[config.mk]
export PLATFORM = sky130hd
export DESIGN_NAME = tts_transport
export DESIGN_NICKNAME = d
export VERILOG_FILES = /design/src/logic/tts_transport.v /design/src/logic/tts_check_accum.v
export VERILOG_INCLUDE_DIRS = /design/src /design/src/logic
export SDC_FILE = /design/constraint.sdc
export NUM_CORES = 1
export LEC_CHECK = 0
export ABC_AREA = 0
export BUFFER_PORTS_ARGS = -buffer_cell sky130_fd_sc_hd__buf_2
export CAP_MARGIN = 20
export CORE_MARGIN = 2
export CORE_UTILIZATION = 48
export DETAILED_ROUTE_END_ITERATION = 16
export PLACE_DENSITY = 0.71
export SYNTH_ARGS = -nofsm -noshare
export SYNTH_HDL_FRONTEND = slang
export SYNTH_HIERARCHICAL = 1
export SYNTH_SLANG_ARGS = --single-unit
export TNS_END_PERCENT = 100
[constraint.sdc]
create_clock -name REF_CLK -period 4.5 [get_ports REF_CLK]
set_clock_uncertainty 0.05 [all_clocks]
set_input_delay 1.35 -clock REF_CLK [delete_from_list [all_inputs] [get_ports REF_CLK]]
set_output_delay 1.35 -clock REF_CLK [all_outputs]
set_load 0.05 [all_outputs]
[src/logic/tts_defs.vh]
// Purpose: shared constants of the tape transport adapter logic
// Assumes: REF_CLK at 125 MHz, two transports behind one adapter
// Notes: times kept in their own units, cycle counts derived from them
`ifndef TTS_DEFS_VH
`define TTS_DEFS_VH
`define TTS_CLK_PERIOD_NS 8
`define TTS_CHAR_TIME_NS 100000
`define TTS_CHAR_CYCLES \
    ((`TTS_CHAR_TIME_NS + `TTS_CLK_PERIOD_NS - 1) / `TTS_CLK_PERIOD_NS)
`define TTS_STOP_TIME_US 30000
`define TTS_STOP_CYCLES \
    ((`TTS_STOP_TIME_US * 1000 + `TTS_CLK_PERIOD_NS - 1) / \
    `TTS_CLK_PERIOD_NS)
`define TTS_CNT_W 22
`define TTS_SEL_UNIT0 3'h0
`define TTS_SEL_UNIT1 3'h1
`define TTS_KIND_DATA 2'h0
`define TTS_KIND_CRC 2'h1
`define TTS_KIND_LRC 2'h2
`define TTS_KIND_MARK 2'h3
`define TTS_MARK_CHAR 8'h13
`define TTS_CRC_POLY 8'h07
`define TTS_GAP_CHARS 1
`define TTS_EXT_GAP_CHARS 8
`endif

[src/logic/tts_transport.v]
// Purpose: transport adapter side of the tape controller interface
// Assumes: all inputs synchronous to REF_CLK; head and sensors upstream
// Notes: write data is echoed back as read-after-write check
`timescale 1ns/1ps
`include "tts_defs.vh"
module tts_transport #(
    parameter CHAR_CYCLES = `TTS_CHAR_CYCLES,
    parameter STOP_CYCLES = `TTS_STOP_CYCLES,
    parameter CNT_W = `TTS_CNT_W,
    parameter GAP_CHARS = `TTS_GAP_CHARS,
    parameter EXT_GAP_CHARS = `TTS_EXT_GAP_CHARS,
    parameter [7:0] MARK_CHAR = `TTS_MARK_CHAR
) (
    input wire REF_CLK,
    input wire RST,
    input wire [7:0] WRITE_DATA_LINES,
    input wire OP_LAUNCH_CMD,
    input wire MOVE_AHEAD_CMD,
    input wire MOVE_BACK_CMD,
    input wire REWIND_CMD,
    input wire WRITE_PERMIT_CMD,
    input wire EVEN_PARITY_SELECT,
    input wire DENSITY_SELECT_A,
    input wire DENSITY_SELECT_B,
    input wire WRITE_FILE_MARK_CMD,
    input wire EXTENDED_GAP_WRITE_CMD,
    input wire [2:0] UNIT_SELECT,
    input wire WRITE_DATA_READY,
    input wire INTERFACE_INITIALIZE,
    input wire [1:0] UNIT_ONLINE,
    input wire [1:0] UNIT_PROTECT_SENSE,
    input wire [1:0] LOAD_POINT_SENSE,
    input wire [1:0] END_POINT_SENSE,
    input wire HEAD_CHAR,
    input wire [1:0] HEAD_KIND,
    input wire [7:0] HEAD_DATA,
    input wire HEAD_PARITY,
    output reg [7:0] READ_DATA_LINES,
    output reg READ_PARITY_LINE,
    output reg MOTION_SETTLE_STATUS,
    output reg UNIT_READY_STATUS,
    output reg SELECTED_ONLINE_STATUS,
    output reg REWINDING_STATUS,
    output reg SEVEN_TRACK_STATUS,
    output reg WRITE_PROTECT_STATUS,
    output reg TAPE_START_MARKER,
    output reg TAPE_END_MARKER,
    output reg WRITE_CHAR_REQUEST,
    output reg READ_CHAR_STROBE,
    output reg FILE_MARK_DETECT,
    output reg CYCLIC_CHECK_STROBE,
    output reg LONGITUDINAL_CHECK_STROBE,
    output reg VERTICAL_PARITY_ERROR,
    output reg LONGITUDINAL_CHECK_ERROR,
    output reg CYCLIC_CHECK_ERROR
);

localparam [2:0] ST_IDLE = 3'h0;
localparam [2:0] ST_GAP = 3'h1;
localparam [2:0] ST_WDATA = 3'h2;
localparam [2:0] ST_WCRC = 3'h3;
localparam [2:0] ST_WLRC = 3'h4;
localparam [2:0] ST_WMARK = 3'h5;
localparam [2:0] ST_READ = 3'h6;
localparam [2:0] ST_STOP = 3'h7;

localparam [CNT_W-1:0] CHAR_LAST = CHAR_CYCLES[CNT_W-1:0] - 1'b1;
localparam [CNT_W-1:0] STOP_LAST = STOP_CYCLES[CNT_W-1:0] - 1'b1;
localparam [7:0] GAP_N = GAP_CHARS[7:0];
localparam [7:0] EXT_GAP_N = EXT_GAP_CHARS[7:0];

function unit_sel_ok;
    input [2:0] code;
    begin
        unit_sel_ok = (code == `TTS_SEL_UNIT0) || (code == `TTS_SEL_UNIT1);
    end
endfunction

function unit_bit;
    input [2:0] code;
    input [1:0] per_unit;
    begin
        unit_bit = unit_sel_ok(code) & per_unit[code[0]];
    end
endfunction

function par_bit;
    input [7:0] d;
    input even;
    begin
        par_bit = ~(^d) ^ even;
    end
endfunction

reg [2:0] state_reg;
reg [2:0] state_next;
reg [CNT_W-1:0] cnt_reg;
reg [CNT_W-1:0] cnt_next;
reg [7:0] gap_reg;
reg [7:0] gap_next;
reg [1:0] rewinding_reg;
reg [1:0] rewinding_next;
reg back_reg;
reg back_next;
reg mark_reg;
reg mark_next;
reg launch_prev_reg;

reg acc_clear;
reg acc_step;
reg [7:0] acc_char;
reg echo_en;
reg [7:0] echo_char;
reg [7:0] rd_data_next;
reg rd_par_next;
reg rds_next;
reg wrs_next;
reg cyclic_check_strobe_next;
reg longitudinal_check_strobe_next;
reg fmk_next;
reg vpe_next;
reg cyclic_check_error_next;
reg longitudinal_check_error_next;
integer i;

wire [7:0] crc_val;
wire [7:0] lrc_val;

wire online = unit_bit(UNIT_SELECT, UNIT_ONLINE);
wire protect = unit_bit(UNIT_SELECT, UNIT_PROTECT_SENSE);
wire rewinding = unit_bit(UNIT_SELECT, rewinding_reg);
wire at_load_point = unit_bit(UNIT_SELECT, LOAD_POINT_SENSE);
wire at_end_point = unit_bit(UNIT_SELECT, END_POINT_SENSE);
wire ready = (state_reg == ST_IDLE) && !rewinding && online;
// launch taken on its rising edge
wire launch_edge = OP_LAUNCH_CMD && !launch_prev_reg;
wire [2:0] dir_cmds = {MOVE_AHEAD_CMD, MOVE_BACK_CMD, REWIND_CMD};
wire one_dir = (dir_cmds == 3'h4) || (dir_cmds == 3'h2) ||
               (dir_cmds == 3'h1);
wire moving = (state_reg != ST_IDLE) && (state_reg != ST_STOP);
wire tick = moving && (cnt_reg == CHAR_LAST);

tts_check_accum u_accum (
    .clk(REF_CLK),
    .rst(RST),
    .clear(acc_clear),
    .step(acc_step),
    .char_in(acc_char),
    .crc_reg(crc_val),
    .lrc_reg(lrc_val)
);

always @* begin
    state_next = state_reg;
    gap_next = gap_reg;
    back_next = back_reg;
    mark_next = mark_reg;
    rewinding_next = rewinding_reg;
    acc_clear = 1'b0;
    acc_step = 1'b0;
    acc_char = 8'h00;
    echo_en = 1'b0;
    echo_char = 8'h00;
    rd_data_next = READ_DATA_LINES;
    rd_par_next = READ_PARITY_LINE;
    rds_next = 1'b0;
    wrs_next = 1'b0;
    cyclic_check_strobe_next = 1'b0;
    longitudinal_check_strobe_next = 1'b0;
    fmk_next = FILE_MARK_DETECT;
    vpe_next = VERTICAL_PARITY_ERROR;
    cyclic_check_error_next = CYCLIC_CHECK_ERROR;
    longitudinal_check_error_next = LONGITUDINAL_CHECK_ERROR;
    if ((moving && !tick) || (state_reg == ST_STOP)) begin
        cnt_next = cnt_reg + 1'b1;
    end else begin
        cnt_next = {CNT_W{1'b0}};
    end
    for (i = 0; i < 2; i = i + 1) begin
        if (LOAD_POINT_SENSE[i]) begin
            rewinding_next[i] = 1'b0;
        end
    end
    case (state_reg)
        ST_IDLE: begin
            if (launch_edge && ready && one_dir) begin
                acc_clear = 1'b1;
                fmk_next = 1'b0;
                vpe_next = 1'b0;
                cyclic_check_error_next = 1'b0;
                longitudinal_check_error_next = 1'b0;
                if (REWIND_CMD) begin
                    rewinding_next[UNIT_SELECT[0]] = 1'b1;
                end else if (WRITE_PERMIT_CMD) begin
                    if (MOVE_AHEAD_CMD && !protect) begin
                        state_next = ST_GAP;
                        mark_next = WRITE_FILE_MARK_CMD;
                        if (EXTENDED_GAP_WRITE_CMD) begin
                            gap_next = EXT_GAP_N;
                        end else begin
                            gap_next = GAP_N;
                        end
                    end
                end else begin
                    state_next = ST_READ;
                    back_next = MOVE_BACK_CMD;
                end
            end
        end
        ST_GAP: begin
            if (tick) begin
                if (gap_reg == 8'h00) begin
                    if (mark_reg) begin
                        state_next = ST_WMARK;
                    end else begin
                        state_next = ST_WDATA;
                        wrs_next = 1'b1;
                    end
                end else begin
                    gap_next = gap_reg - 8'h01;
                end
            end
        end
        ST_WDATA: begin
            if (tick) begin
                if (WRITE_DATA_READY) begin
                    acc_step = 1'b1;
                    acc_char = WRITE_DATA_LINES;
                    echo_en = 1'b1;
                    echo_char = WRITE_DATA_LINES;
                    wrs_next = 1'b1;
                end else begin
                    state_next = ST_WCRC;
                end
            end
        end
        ST_WCRC: begin
            if (tick) begin
                acc_step = 1'b1;
                acc_char = crc_val;
                echo_en = 1'b1;
                echo_char = crc_val;
                cyclic_check_strobe_next = 1'b1;
                state_next = ST_WLRC;
            end
        end
        ST_WMARK: begin
            if (tick) begin
                acc_step = 1'b1;
                acc_char = MARK_CHAR;
                echo_en = 1'b1;
                echo_char = MARK_CHAR;
                fmk_next = 1'b1;
                state_next = ST_WLRC;
            end
        end
        ST_WLRC: begin
            if (tick) begin
                echo_en = 1'b1;
                echo_char = lrc_val;
                longitudinal_check_strobe_next = 1'b1;
                state_next = ST_STOP;
            end
        end
        ST_READ: begin
            if (HEAD_CHAR) begin
                // flags change with the read strobe, or clear at launch or on interface initialize
                rd_data_next = HEAD_DATA;
                rd_par_next = HEAD_PARITY;
                rds_next = 1'b1;
                vpe_next = HEAD_PARITY !=
                           par_bit(HEAD_DATA, EVEN_PARITY_SELECT);
                case (HEAD_KIND)
                    `TTS_KIND_DATA: begin
                        acc_step = 1'b1;
                        acc_char = HEAD_DATA;
                    end
                    `TTS_KIND_CRC: begin
                        acc_step = 1'b1;
                        acc_char = HEAD_DATA;
                        cyclic_check_strobe_next = 1'b1;
                        cyclic_check_error_next = HEAD_DATA != crc_val;
                    end
                    `TTS_KIND_LRC: begin
                        longitudinal_check_strobe_next = 1'b1;
                        longitudinal_check_error_next = HEAD_DATA != lrc_val;
                        state_next = ST_STOP;
                    end
                    default: begin
                        acc_step = 1'b1;
                        acc_char = HEAD_DATA;
                        fmk_next = 1'b1;
                    end
                endcase
            end else if (back_reg && at_load_point) begin
                state_next = ST_STOP;
            end
        end
        default: begin
            if (cnt_reg == STOP_LAST) begin
                state_next = ST_IDLE;
                cnt_next = {CNT_W{1'b0}};
            end
        end
    endcase
    if (state_next == ST_STOP && state_reg != ST_STOP) begin
        cnt_next = {CNT_W{1'b0}};
    end
    if (echo_en) begin
        rd_data_next = echo_char;
        rd_par_next = par_bit(echo_char, EVEN_PARITY_SELECT);
        rds_next = 1'b1;
        vpe_next = 1'b0;
        cyclic_check_error_next = 1'b0;
        longitudinal_check_error_next = 1'b0;
    end
    if (INTERFACE_INITIALIZE) begin
        state_next = ST_IDLE;
        cnt_next = {CNT_W{1'b0}};
        rds_next = 1'b0;
        wrs_next = 1'b0;
        cyclic_check_strobe_next = 1'b0;
        longitudinal_check_strobe_next = 1'b0;
        fmk_next = 1'b0;
        vpe_next = 1'b0;
        cyclic_check_error_next = 1'b0;
        longitudinal_check_error_next = 1'b0;
    end
end

always @(posedge REF_CLK) begin
    if (RST) begin
        state_reg <= ST_IDLE;
        cnt_reg <= {CNT_W{1'b0}};
        gap_reg <= 8'h00;
        rewinding_reg <= 2'h0;
        back_reg <= 1'b0;
        mark_reg <= 1'b0;
        launch_prev_reg <= 1'b0;
        READ_DATA_LINES <= 8'h00;
        READ_PARITY_LINE <= 1'b0;
        MOTION_SETTLE_STATUS <= 1'b0;
        UNIT_READY_STATUS <= 1'b0;
        SELECTED_ONLINE_STATUS <= 1'b0;
        REWINDING_STATUS <= 1'b0;
        SEVEN_TRACK_STATUS <= 1'b0;
        WRITE_PROTECT_STATUS <= 1'b0;
        TAPE_START_MARKER <= 1'b0;
        TAPE_END_MARKER <= 1'b0;
        WRITE_CHAR_REQUEST <= 1'b0;
        READ_CHAR_STROBE <= 1'b0;
        FILE_MARK_DETECT <= 1'b0;
        CYCLIC_CHECK_STROBE <= 1'b0;
        LONGITUDINAL_CHECK_STROBE <= 1'b0;
        VERTICAL_PARITY_ERROR <= 1'b0;
        LONGITUDINAL_CHECK_ERROR <= 1'b0;
        CYCLIC_CHECK_ERROR <= 1'b0;
    end else begin
        state_reg <= state_next;
        cnt_reg <= cnt_next;
        gap_reg <= gap_next;
        rewinding_reg <= rewinding_next;
        back_reg <= back_next;
        mark_reg <= mark_next;
        launch_prev_reg <= OP_LAUNCH_CMD;
        READ_DATA_LINES <= rd_data_next;
        READ_PARITY_LINE <= rd_par_next;
        MOTION_SETTLE_STATUS <= state_next == ST_STOP;
        UNIT_READY_STATUS <= ready;
        SELECTED_ONLINE_STATUS <= online;
        REWINDING_STATUS <= rewinding;
        SEVEN_TRACK_STATUS <= 1'b0;
        WRITE_PROTECT_STATUS <= protect;
        TAPE_START_MARKER <= at_load_point;
        TAPE_END_MARKER <= at_end_point;
        WRITE_CHAR_REQUEST <= wrs_next;
        READ_CHAR_STROBE <= rds_next;
        FILE_MARK_DETECT <= fmk_next;
        CYCLIC_CHECK_STROBE <= cyclic_check_strobe_next;
        LONGITUDINAL_CHECK_STROBE <= longitudinal_check_strobe_next;
        VERTICAL_PARITY_ERROR <= vpe_next;
        LONGITUDINAL_CHECK_ERROR <= longitudinal_check_error_next;
        CYCLIC_CHECK_ERROR <= cyclic_check_error_next;
    end
end

endmodule

[src/logic/tts_check_accum.v]
// Purpose: cyclic and longitudinal check accumulators of one record
// Assumes: one character per step pulse, clear at record start
// Notes: longitudinal value is the xor of every stepped character
`timescale 1ns/1ps
`include "tts_defs.vh"
module tts_check_accum #(
    parameter [7:0] POLY = `TTS_CRC_POLY
) (
    input wire clk,
    input wire rst,
    input wire clear,
    input wire step,
    input wire [7:0] char_in,
    output reg [7:0] crc_reg,
    output reg [7:0] lrc_reg
);

function [7:0] crc_step;
    input [7:0] crc;
    input [7:0] d;
    integer i;
    reg [7:0] c;
    begin
        c = crc;
        for (i = 0; i < 8; i = i + 1) begin
            if (c[7] ^ d[7 - i]) begin
                c = {c[6:0], 1'b0} ^ POLY;
            end else begin
                c = {c[6:0], 1'b0};
            end
        end
        crc_step = c;
    end
endfunction

always @(posedge clk) begin
    if (rst) begin
        crc_reg <= 8'h00;
        lrc_reg <= 8'h00;
    end else if (clear) begin
        crc_reg <= 8'h00;
        lrc_reg <= 8'h00;
    end else if (step) begin
        crc_reg <= crc_step(crc_reg, char_in);
        lrc_reg <= lrc_reg ^ char_in;
    end
end

endmodule

Word-level counts from Yosys, hierarchy flattened
Cells that the tools add are included.

word-level totals
  output and inout bits = 25
  register bits = 78
  logic and storage cells = 263
  input port bits = 45

operators by class
  bitwise logic cells = 29
  multiplexer cells = 124
  equal/unequal tests = 32
  order comparisons = 2
  reductions and logical operators = 48
  add/sub/neg operators = 2

operator list
  cell                                             number
  2-to-1 mux 8 bit                                 36
  2-to-1 mux 3 bit                                 24
  2-to-1 mux 22 bit                                3
  one-hot mux 8 bit (4 select lines)               2
  2-to-1 mux 1 bit                                 42
  NOT 3 bit                                        8
  adder 22 x 1 -> 22 bit, second input constant    1
  == test 22 x 14 -> 1 bit, second input constant  1
  == test 22 bit, second input constant            1
  == test 3 bit, second input constant             7
  one-hot mux 3 bit (6 select lines)               1
  != test 8 bit                                    2
  one-hot mux 8 bit (2 select lines)               1
  XOR reduction 8 bit                              2
  != test 2 bit, second input constant             7
  one-hot mux 1 bit (2 select lines)               7
  logical AND 1 bit                                12
  AND reduction 4 bit                              3
  OR reduction 3 bit                               4
  AND reduction 5 bit                              2
  XOR 1 bit                                        10
  == test 3 x 1 -> 1 bit, second input constant    3
  == test 3 x 2 -> 1 bit, second input constant    3
  zero test 8 bit                                  1
  28 further kinds                                 54

Longest topological paths before layout
Gate-level depths: netlist of the first run.

  word-level depth = 44
  gate-level depth with buffers = 11
  mapped depth without buffers = 10

By module
The synthesis of the first run kept the hierarchy.

modules (own cells, without submodules)
  module           seq. area each (sq um)  times used  area an instance (sq um)  cells an instance
  tts_transport    1241.2                  1           3911.3                    499
  tts_check_accum  320.3                   1           904.6                     93

Least setup slack after synthesis of the first run
Ideal clock, no wire load.

  kind = input -> register
  start = input UNIT_SELECT[0]
  end = register gap_reg[3]
  data required time = 4.355 ns
  stages = 9
  setup slack = 0.776 ns
  arrival time = 3.579 ns
  library setup time = 0.095 ns
  buffers on the path = 2
  path through = buf_4 -> or3b_2 -> a2111oi_1 -> nand3_1 -> nor4_2 -> a31o_2 -> buf_4 -> o21ai_0 -> a221oi_1

between the ends
  cells in the longest elaborated chain, start to end = 10
  elaborated cells on any way between the ends = 22
  classes of those cells = eq/ne: 3; mux: 6; bitwise: 3; reduce/logical: 10

RTL lines
  item                                                         RTL line                                text
  start: declaration                                           tts_transport.v:27                      input wire [2:0] UNIT_SELECT,
  == test 3 x 1 -> 1 bit (no line) (tied with other cells)     --
  logical OR 1 bit / 2-to-1 mux 1 bit (equally long branches)  tts_transport.v:75, tts_transport.v:83
  bitwise AND 1 bit                                            tts_transport.v:83                      unit_bit = unit_sel_ok(code) & per_unit[code[0]];
  zero test 1 bit                                              tts_transport.v:134                     wire ready = (state_reg == ST_IDLE) && !rewinding && online;
  logical AND 1 bit (2 in series)                              tts_transport.v:134
  logical AND 1 bit (2 in series)                              tts_transport.v:186                     if (launch_edge && ready && one_dir) begin
  != test 2 x 1 -> 1 bit (no line)                             --
  AND reduction 7 bit (no line) (*)                            --
  end signal: assignment                                       tts_transport.v:361                     gap_reg <= gap_next;
  end: declaration                                             tts_transport.v:99                      reg [7:0] gap_reg;

Mark *: on every way between the ends. The rest lies on a longest branch, timed or not. The select of a mux whose other input is x is not followed.
A chain may end at the register's enable or synchronous reset.

Worst setup path in the final report of the first run
Same ends and word-level chain as after synthesis.

==> results.ini, run 1 <==
[floorplan]
coreArea_mm2=0.00977
start_util_pct=49.3
ios=70
rows=36
die_width_um=104
die_area_mm2=0.0109
die_h_um=104

[layout]
drive_above_1_share_pct=17.2
finalNetCount=690
largest_reg_flops=22
nFillCells=936
diodes=0
areaGrowthSynthToFinish_pct=10.7

[routing]
post-route-drc-count=0
ant_nets=0
viasPerCell=5.41
wirelength_um=11700
drtIter0Drc=237
drtPass1Iterations=5
avgRoutedWirePerCell_um=15.0
dr_total_vias=4216

[sta]
finalSetupViolCount=0
post-route-period-util_pct=81.5
fin_crit_ps=3670
max-slew-margin-rel_pct=37.1
tns_ps=0
rsz0062_at_grt=no
whs_ps=428
fmax_mhz=273
hold_viol=0
slew_viol_final=0
worstMarginPinSlew_ps=934

[setup_path]
reg2reg_slack_ps=1140
reg2reg_to=u_accum/crc_reg[2]$_SDFFE_PP0P_
critical-path-max-stage-delay_ps=530
critPathBufInv=2
worstPathCellList=buf_2 > or3b_2 > a2111oi_1 > nand3_1 > nor4_2 > buf_4 > a31o_2 > o21ai_0 > a221oi_1
r2r-start=cnt_reg[16]$_SDFF_PP0_
startpoint_type=input port
reg2reg_depth=9
critPathMaxFanout=11
critPathKind=input port to flop
critPathSlowestCell=a2111oi_1
cp-end-kind=flop
cpLargestDelayFamily=compound AO/OA/AOI/OAI gates
cp_data_arrival_time_ps=3880
critPathRequiredTime_ps=4720

[yosys]
synth.area.top_cells=dfxtp_1, xor2_1, nor2_1, xnor2_1, nand2_1
avgSynthCellArea_um2=8.13
synth_cell_types=70
async_flop_share_pct=0
synth_area_leader_cell=dfxtp_1
synth_edf_count=0
syn-instance-count=592
syn_area_mm2=0.00482
yosysSeqAreaShare_pct=32.4
synth_nets=640
synth_warnings=6
synth_flop_cell=dfxtp_1
ys_ff_latch=78
synth_top_area_share_pct=32.4

[grt]
grt_pass1_wl_um=19200
antenna_found_initial=0
track_usage_pct=21.7
grt_max_degree=32
overflow=0
grt_pass1_vias=3940

[cts]
htreeDepth=3
clk_path_buf_depth=2
cts_tree=yes
cts.clk_slew.worst_paths_ps=90
clock_tree.root_cell=clkbuf_8
clock_latency_ps=360
cts.hold.buffers_added=0
cts.sinks=78
post_cts.resized_instances=0
cts_setup_buffers=0
cts_made_buffers=9

[worst_hold_path]
holdPathEnd=cnt_reg[0]$_SDFF_PP0_
hold_start=cnt_reg[0]$_SDFF_PP0_
hold_depth=1
hold_class=flop to flop

[power_and_ir_drop]
internal-power_mw=1.00
p_sw_uw=323
netSwitchingFraction_pct=24.4
power.density_mw_per_mm2=248
power.share.sequential_pct=52.3
peakVddDrop_mv=0.146
clkPwrFrac_pct=40.2
cellLeakagePower_nw=1.99
power_frac_comb_pct=7.5

[run]
drv_cap=0

[run_status]
status=complete, no violations

[placed_design]
io_buffers=66
gp_congestion=0.910
hpwl_um=8800

worst max-delay path by stage:
stage | start | end | slack [ps] | cells after the start
3_5_place_dp | UNIT_SELECT[0] | gap_reg[3]$_SDFFE_PP0P_ | 420 | 9
6_report | UNIT_SELECT[0] | gap_reg[3]$_SDFFE_PP0P_ | 830 | 9
5_1_grt | UNIT_SELECT[0] | gap_reg[3]$_SDFFE_PP0P_ | 600 | 9
2_1_floorplan | UNIT_SELECT[0] | gap_reg[3]$_SDFFE_PP0P_ | 780 | 9
3_3_place_gp | UNIT_SELECT[0] | gap_reg[3]$_SDFFE_PP0P_ | 530 | 9
4_1_cts | UNIT_SELECT[0] | gap_reg[3]$_SDFFE_PP0P_ | 780 | 9
cell usage after synthesis, types with 3 or more instances:
cell type	number
nor2_1	90
dfxtp_1	78
nand2_1	73
xor2_1	40
a21oi_1	38
xnor2_1	37
clkbuf_1	23
o21ai_0	19
inv_1	13
nand3_1	13
nor4_1	12
mux2i_1	11
nand4_1	9
nand2b_1	8
nor3_1	8
nor2b_1	7
or3_1	7
a31oi_1	6
nand3b_1	6
or2_2	5
xnor3_1	5
a22oi_1	4
buf_4	4
clkbuf_8	4
a211oi_1	3
a21boi_0	3
a31o_2	3
and3_1	3
and3b_1	3
buf_6	3
ha_1	3
nor3b_1	3
layout by cell type (no fill, tap or decap), types with 4 or more instances in the layout:
cell,count
nor2_1,90
dfxtp_1,78
nand2_1,73
buf_2,66
xor2_1,40
a21oi_1,38
xnor2_1,37
o21ai_0,18
nand3_1,13
inv_1,13
nor4_1,12
mux2i_1,11
clkbuf_8,10
nand4_1,9
nor3_1,8
nand2b_1,8
buf_4,8
nor2b_1,7
or3_1,7
nand3b_1,6
a31oi_1,6
or2_2,5
xnor3_1,5
a22oi_1,4
final cells by class:
class,count,area [um2],share of cell area (%)
Clock buffer,10,138,2.58
Clock inverter,5,58.8,1.10
Inverter,13,48.8,0.915
Multi-Input combinational cell,466,2970,55.7
Sequential cell,78,1560,29.3
Tap cell,133,166,3.12
Timing Repair Buffer,74,390,7.32
layer usage:
metal	up-vias	routed length [um]	GRT usage, %
met2	121	5630	36.6
met5	-	0	0
met3	18	621	2.88
met4	0	177	6.76
li1	2121	-	-
met1	1956	5280	28.9
power by group through the flow:
stage	clock network, mW	registers, mW	logic (mW)
after floorplan	0	0.713	0.0619
after global placement	0	0.709	0.0966
after detailed placement	0	0.709	0.0984
after CTS	0.544	0.693	0.0989
after global routing	0.568	0.693	0.107
final	0.533	0.693	0.0990
logic make-up after synthesis:
logic type      count (synthesis)  share of synthesized area (%)
fa+ha+maj                       3                          0.780
flops                          78                           32.4
compound gates                 98                           12.8
simple gates                  267                           27.7
buf+inv                        48                           5.95
xor+xnor                       86                           18.1
other cells                     1                         0.0779
mux                            11                           2.29
stage by stage:
step	cells	area (um2)	setup WS, ps	total power, mW	util, %
6_report	779	5330	835	1.32	54.5
5_1_grt	779	5330	599	1.37	54.5
4_1_cts	779	5330	784	1.34	54.5
3_5_place_dp	764	5130	420	0.807	52.5
3_3_place_gp	764	5130	530	0.805	52.5
2_1_floorplan	592	4820	776	0.775	-
Note: power is estimated with default switching activity, not from simulation.
==> run 2: changes to the inputs <==
Settings changed: ABC_AREA 0 to 1, PLACE_DENSITY 0.71 to 0.73.
Clock period 4.5 ns to 3.1 ns, I/O delays scaled along.
==> results.ini, run 2 <==
[setup_path]
reg2reg_depth=21  ; was 9
r2r-start=cnt_reg[0]$_SDFF_PP0_  ; was cnt_reg[16]$_SDFF_PP0_
reg2reg_to=u_accum/crc_reg[2]$_SDFFE_PP0P_  ; unchanged
critPathSlowestCell=dfxtp_1  ; was a2111oi_1
crit_top_cell=nand2_1
endpoint=u_accum/crc_reg[2]$_SDFFE_PP0P_  ; was gap_reg[3]$_SDFFE_PP0P_
critPathBufInv=3  ; was 2
critPathKind=flop to flop  ; was input port to flop
critical-path-max-stage-delay_ps=360  ; was 530 ps
path_depth=21  ; was 9
cpLargestDelayFamily=simple AND/OR/NAND/NOR gates  ; was compound AO/OA/AOI/OAI gates
startpoint_type=flop  ; was input port
cp_data_arrival_time_ps=2970  ; was 3880 ps
critPathLaunch=cnt_reg[0]$_SDFF_PP0_  ; was UNIT_SELECT[0]
critPathRequiredTime_ps=3320  ; was 4720 ps
critPathMaxFanout=9  ; was 11
reg2reg_slack_ps=340  ; was 1140 ps
cp-end-kind=flop  ; unchanged
worstPathCellList=ha_1 > nand2_1 > clkinv_1 > nand2_1 > nor2_4 > nand3_4 > nor2_8 > nand3_1 > o21ai_1 > o21bai_2 > inv_1 > nand2_1 > nand2_1 > nand2_1 > nand2_2 > nand2_1 > nand2_1 > nand2_1 > nand3_1 > nand2_1 > inv_1  ; was buf_2 > or3b_2 > a2111oi_1 > nand3_1 > nor4_2 > buf_4 > a31o_2 > o21ai_0 > a221oi_1

[cts]
post_cts.resized_instances=0  ; unchanged
cts.hold.buffers_added=0  ; unchanged
clock_tree.root_cell=clkbuf_8  ; unchanged
cts.sinks=78  ; unchanged
htreeDepth=3  ; unchanged
clk_path_buf_depth=2  ; unchanged
cts_setup_buffers=0  ; unchanged
cts_made_buffers=9  ; unchanged
cts.clk_slew.worst_paths_ps=80  ; was 90 ps
cts_tree=yes  ; unchanged
clock_latency_ps=360  ; about the same

[yosys]
yosysSeqAreaShare_pct=30.1  ; was 32.4%
synth_cell_types=57  ; was 70
ys_top_cells_by_count=nand2_1, nor2_1, inv_1  ; was nor2_1, dfxtp_1, nand2_1
synth_top_area_share_pct=30.1  ; was 32.4%
synth_nets=823  ; was 640
ys_ff_latch=78  ; unchanged
avgSynthCellArea_um2=6.70  ; was 8.13 um2
syn_area_mm2=0.00519  ; was 0.00482 mm2
syn-instance-count=775  ; was 592
synth_warnings=6  ; unchanged
synth_flop_cell=dfxtp_1  ; unchanged
synth_area_leader_cell=dfxtp_1  ; unchanged
synth.area.top_cells=dfxtp_1, nand2_1, nor2_1, inv_1, nand3_1  ; was dfxtp_1, xor2_1, nor2_1, xnor2_1, nand2_1
synth.most_common_cell=nand2_1  ; was nor2_1
synth_edf_count=0  ; unchanged
async_flop_share_pct=0  ; unchanged

[placed_design]
dp_slack_ps=217  ; was 420 ps
dp_cells=983  ; was 764
io_buffers=66  ; unchanged
hpwl_um=10200  ; was 8800 um
gp_congestion=0.916  ; was 0.910

[routing]
drtPass1Iterations=6  ; was 5
viasPerCell=5.18  ; was 5.41
drtIter0Drc=249  ; was 237
post-route-drc-count=0  ; unchanged
dr_total_vias=5172  ; was 4216
wirelength_um=12800  ; was 11700 um
ant_nets=0  ; unchanged
avgRoutedWirePerCell_um=12.8  ; was 15.0 um

[sta]
fin_crit_ps=2760
rsz0062_at_grt=no  ; unchanged
slew_viol_final=0  ; unchanged
max-slew-margin-rel_pct=55.8  ; was 37.1%
tns_ps=0  ; unchanged
timing.final.ws_setup_ps=342  ; was 835 ps
hold_viol=0  ; unchanged
whs_ps=403  ; was 428 ps
fmax_mhz=363
finalSetupViolCount=0  ; unchanged
worstMarginPinSlew_ps=662  ; was 934 ps
post-route-period-util_pct=89.0

[layout]
nFillCells=1065  ; was 936
mostFrequentLayoutCells=nand2_1, nor2_1, inv_1, dfxtp_1, buf_2  ; was nor2_1, dfxtp_1, nand2_1, buf_2, xor2_1
layout_commonest_cell=nand2_1  ; was nor2_1
ff_latch_area_mm2=0.00156  ; unchanged
post-route-util_pct=57.2  ; was 54.5%
largest_reg_flops=22  ; unchanged
diodes=0  ; unchanged
areaGrowthSynthToFinish_pct=14.7  ; was 10.7%
stdcell_count=998  ; was 779
multiInputGateArea_mm2=0.00311  ; was 0.00297 mm2
finalNetCount=906  ; was 690
drive_above_1_share_pct=20.2  ; was 17.2%

[floorplan]
ios=70  ; unchanged
coreArea_mm2=0.0104  ; was 0.00977 mm2
die_area_mm2=0.0117  ; was 0.0109 mm2
die_h_um=108  ; was 104 um
rows=37  ; was 36
start_util_pct=49.8  ; was 49.3%
die_width_um=108  ; was 104 um

[grt]
track_usage_pct=22.5  ; was 21.7%
grt_pass1_vias=4535  ; was 3940
antenna_found_initial=1  ; was 0
grt_max_degree=21  ; was 32
grt_pass1_wl_um=20900  ; was 19200 um
overflow=0  ; unchanged

[run]
drv_cap=0  ; unchanged

[power_and_ir_drop]
internal-power_mw=1.45  ; was 1.00 mW
power.share.sequential_pct=52.2  ; was 52.3%
peakVddDrop_mv=0.199  ; was 0.146 mV
power.density_mw_per_mm2=324  ; was 248 mW/mm2
clkPwrFrac_pct=39.7  ; was 40.2%
netSwitchingFraction_pct=24.8  ; was 24.4%
cellLeakagePower_nw=2.72  ; was 1.99 nW
p_sw_uw=478  ; was 323 uW
power_frac_comb_pct=8.1  ; was 7.5%

[worst_hold_path]
hold_class=flop to flop  ; unchanged

[run_status]
status=complete, no violations  ; unchanged

[run 2: metrics by stage]
stage          instance area [um2]  power, mW
3_3_place_gp                  5760       1.19
6_report                      5950       1.93
4_1_cts                       5950       1.95
3_5_place_dp                  5760       1.19
2_1_floorplan                 5190       1.12
5_1_grt                       5950       2.01
[run 2: worst min-delay path by stage]
| stage | to | cells past startpoint | startpoint | slack [ps] |
|---|---|---|---|---|
| floorplan | cnt_reg[0]$_SDFF_PP0_ | 1 | cnt_reg[0]$_SDFF_PP0_ | 360 |
| global placement | cnt_reg[0]$_SDFF_PP0_ | 1 | cnt_reg[0]$_SDFF_PP0_ | 380 |
| detailed placement | cnt_reg[0]$_SDFF_PP0_ | 1 | cnt_reg[0]$_SDFF_PP0_ | 390 |
| CTS | cnt_reg[0]$_SDFF_PP0_ | 1 | cnt_reg[0]$_SDFF_PP0_ | 410 |
| global route | cnt_reg[0]$_SDFF_PP0_ | 1 | cnt_reg[0]$_SDFF_PP0_ | 420 |
| finish | cnt_reg[0]$_SDFF_PP0_ | 1 | cnt_reg[0]$_SDFF_PP0_ | 400 |
[run 2: area by class of cell]
type                    count  share of cell area, %
clock inverters             4                  0.799
flip-flops and latches     78                   26.2
clock buffers              11                   2.37
multi-input cells         563                   52.2
inverters                 122                   7.69
well taps                 136                   2.86
repair buffers             84                   7.82
[run 2: cell families (layout without fill, tap and decap cells)]
| family | after synthesis | after routing | synth area share (%) |
|---|---|---|---|
| fa+ha+maj | 3 | 3 | 0.723 |
| simple gates | 413 | 413 | 39.5 |
| other cells | 1 | 1 | 0.0723 |
| buf+inv | 134 | 221 | 10.1 |
| xor+xnor | 43 | 43 | 7.69 |
| compound gates | 103 | 103 | 11.9 |
| flops | 78 | 78 | 30.1 |
[run 2: layer usage]
metal | track usage [%] | vias to the layer above | wire, um
li1 | - | 2681 | -
met2 | 36.7 | 152 | 5690
met3 | 4.04 | 14 | 859
met5 | 0 | - | 11
met1 | 30.6 | 2323 | 6100
met4 | 6.14 | 2 | 121
[run 2: power groups by stage]
stage / clock network, mW / registers (mW) / logic (mW)
4_1_cts: 0.789 / 1.01 / 0.157
6_report: 0.766 / 1.01 / 0.157
2_1_floorplan: 0 / 1.04 / 0.0829
5_1_grt: 0.828 / 1.01 / 0.174
3_3_place_gp: 0 / 1.03 / 0.155
3_5_place_dp: 0 / 1.03 / 0.156
[run 2: worst register-to-register path, delay by kind of cell (launching register included)]
family / cells / cell delay [ps]
flops: 1 / 360
buf+inv: 3 / 140
compound gates: 2 / 410
simple gates: 15 / 1460
fa+ha+maj: 1 / 250
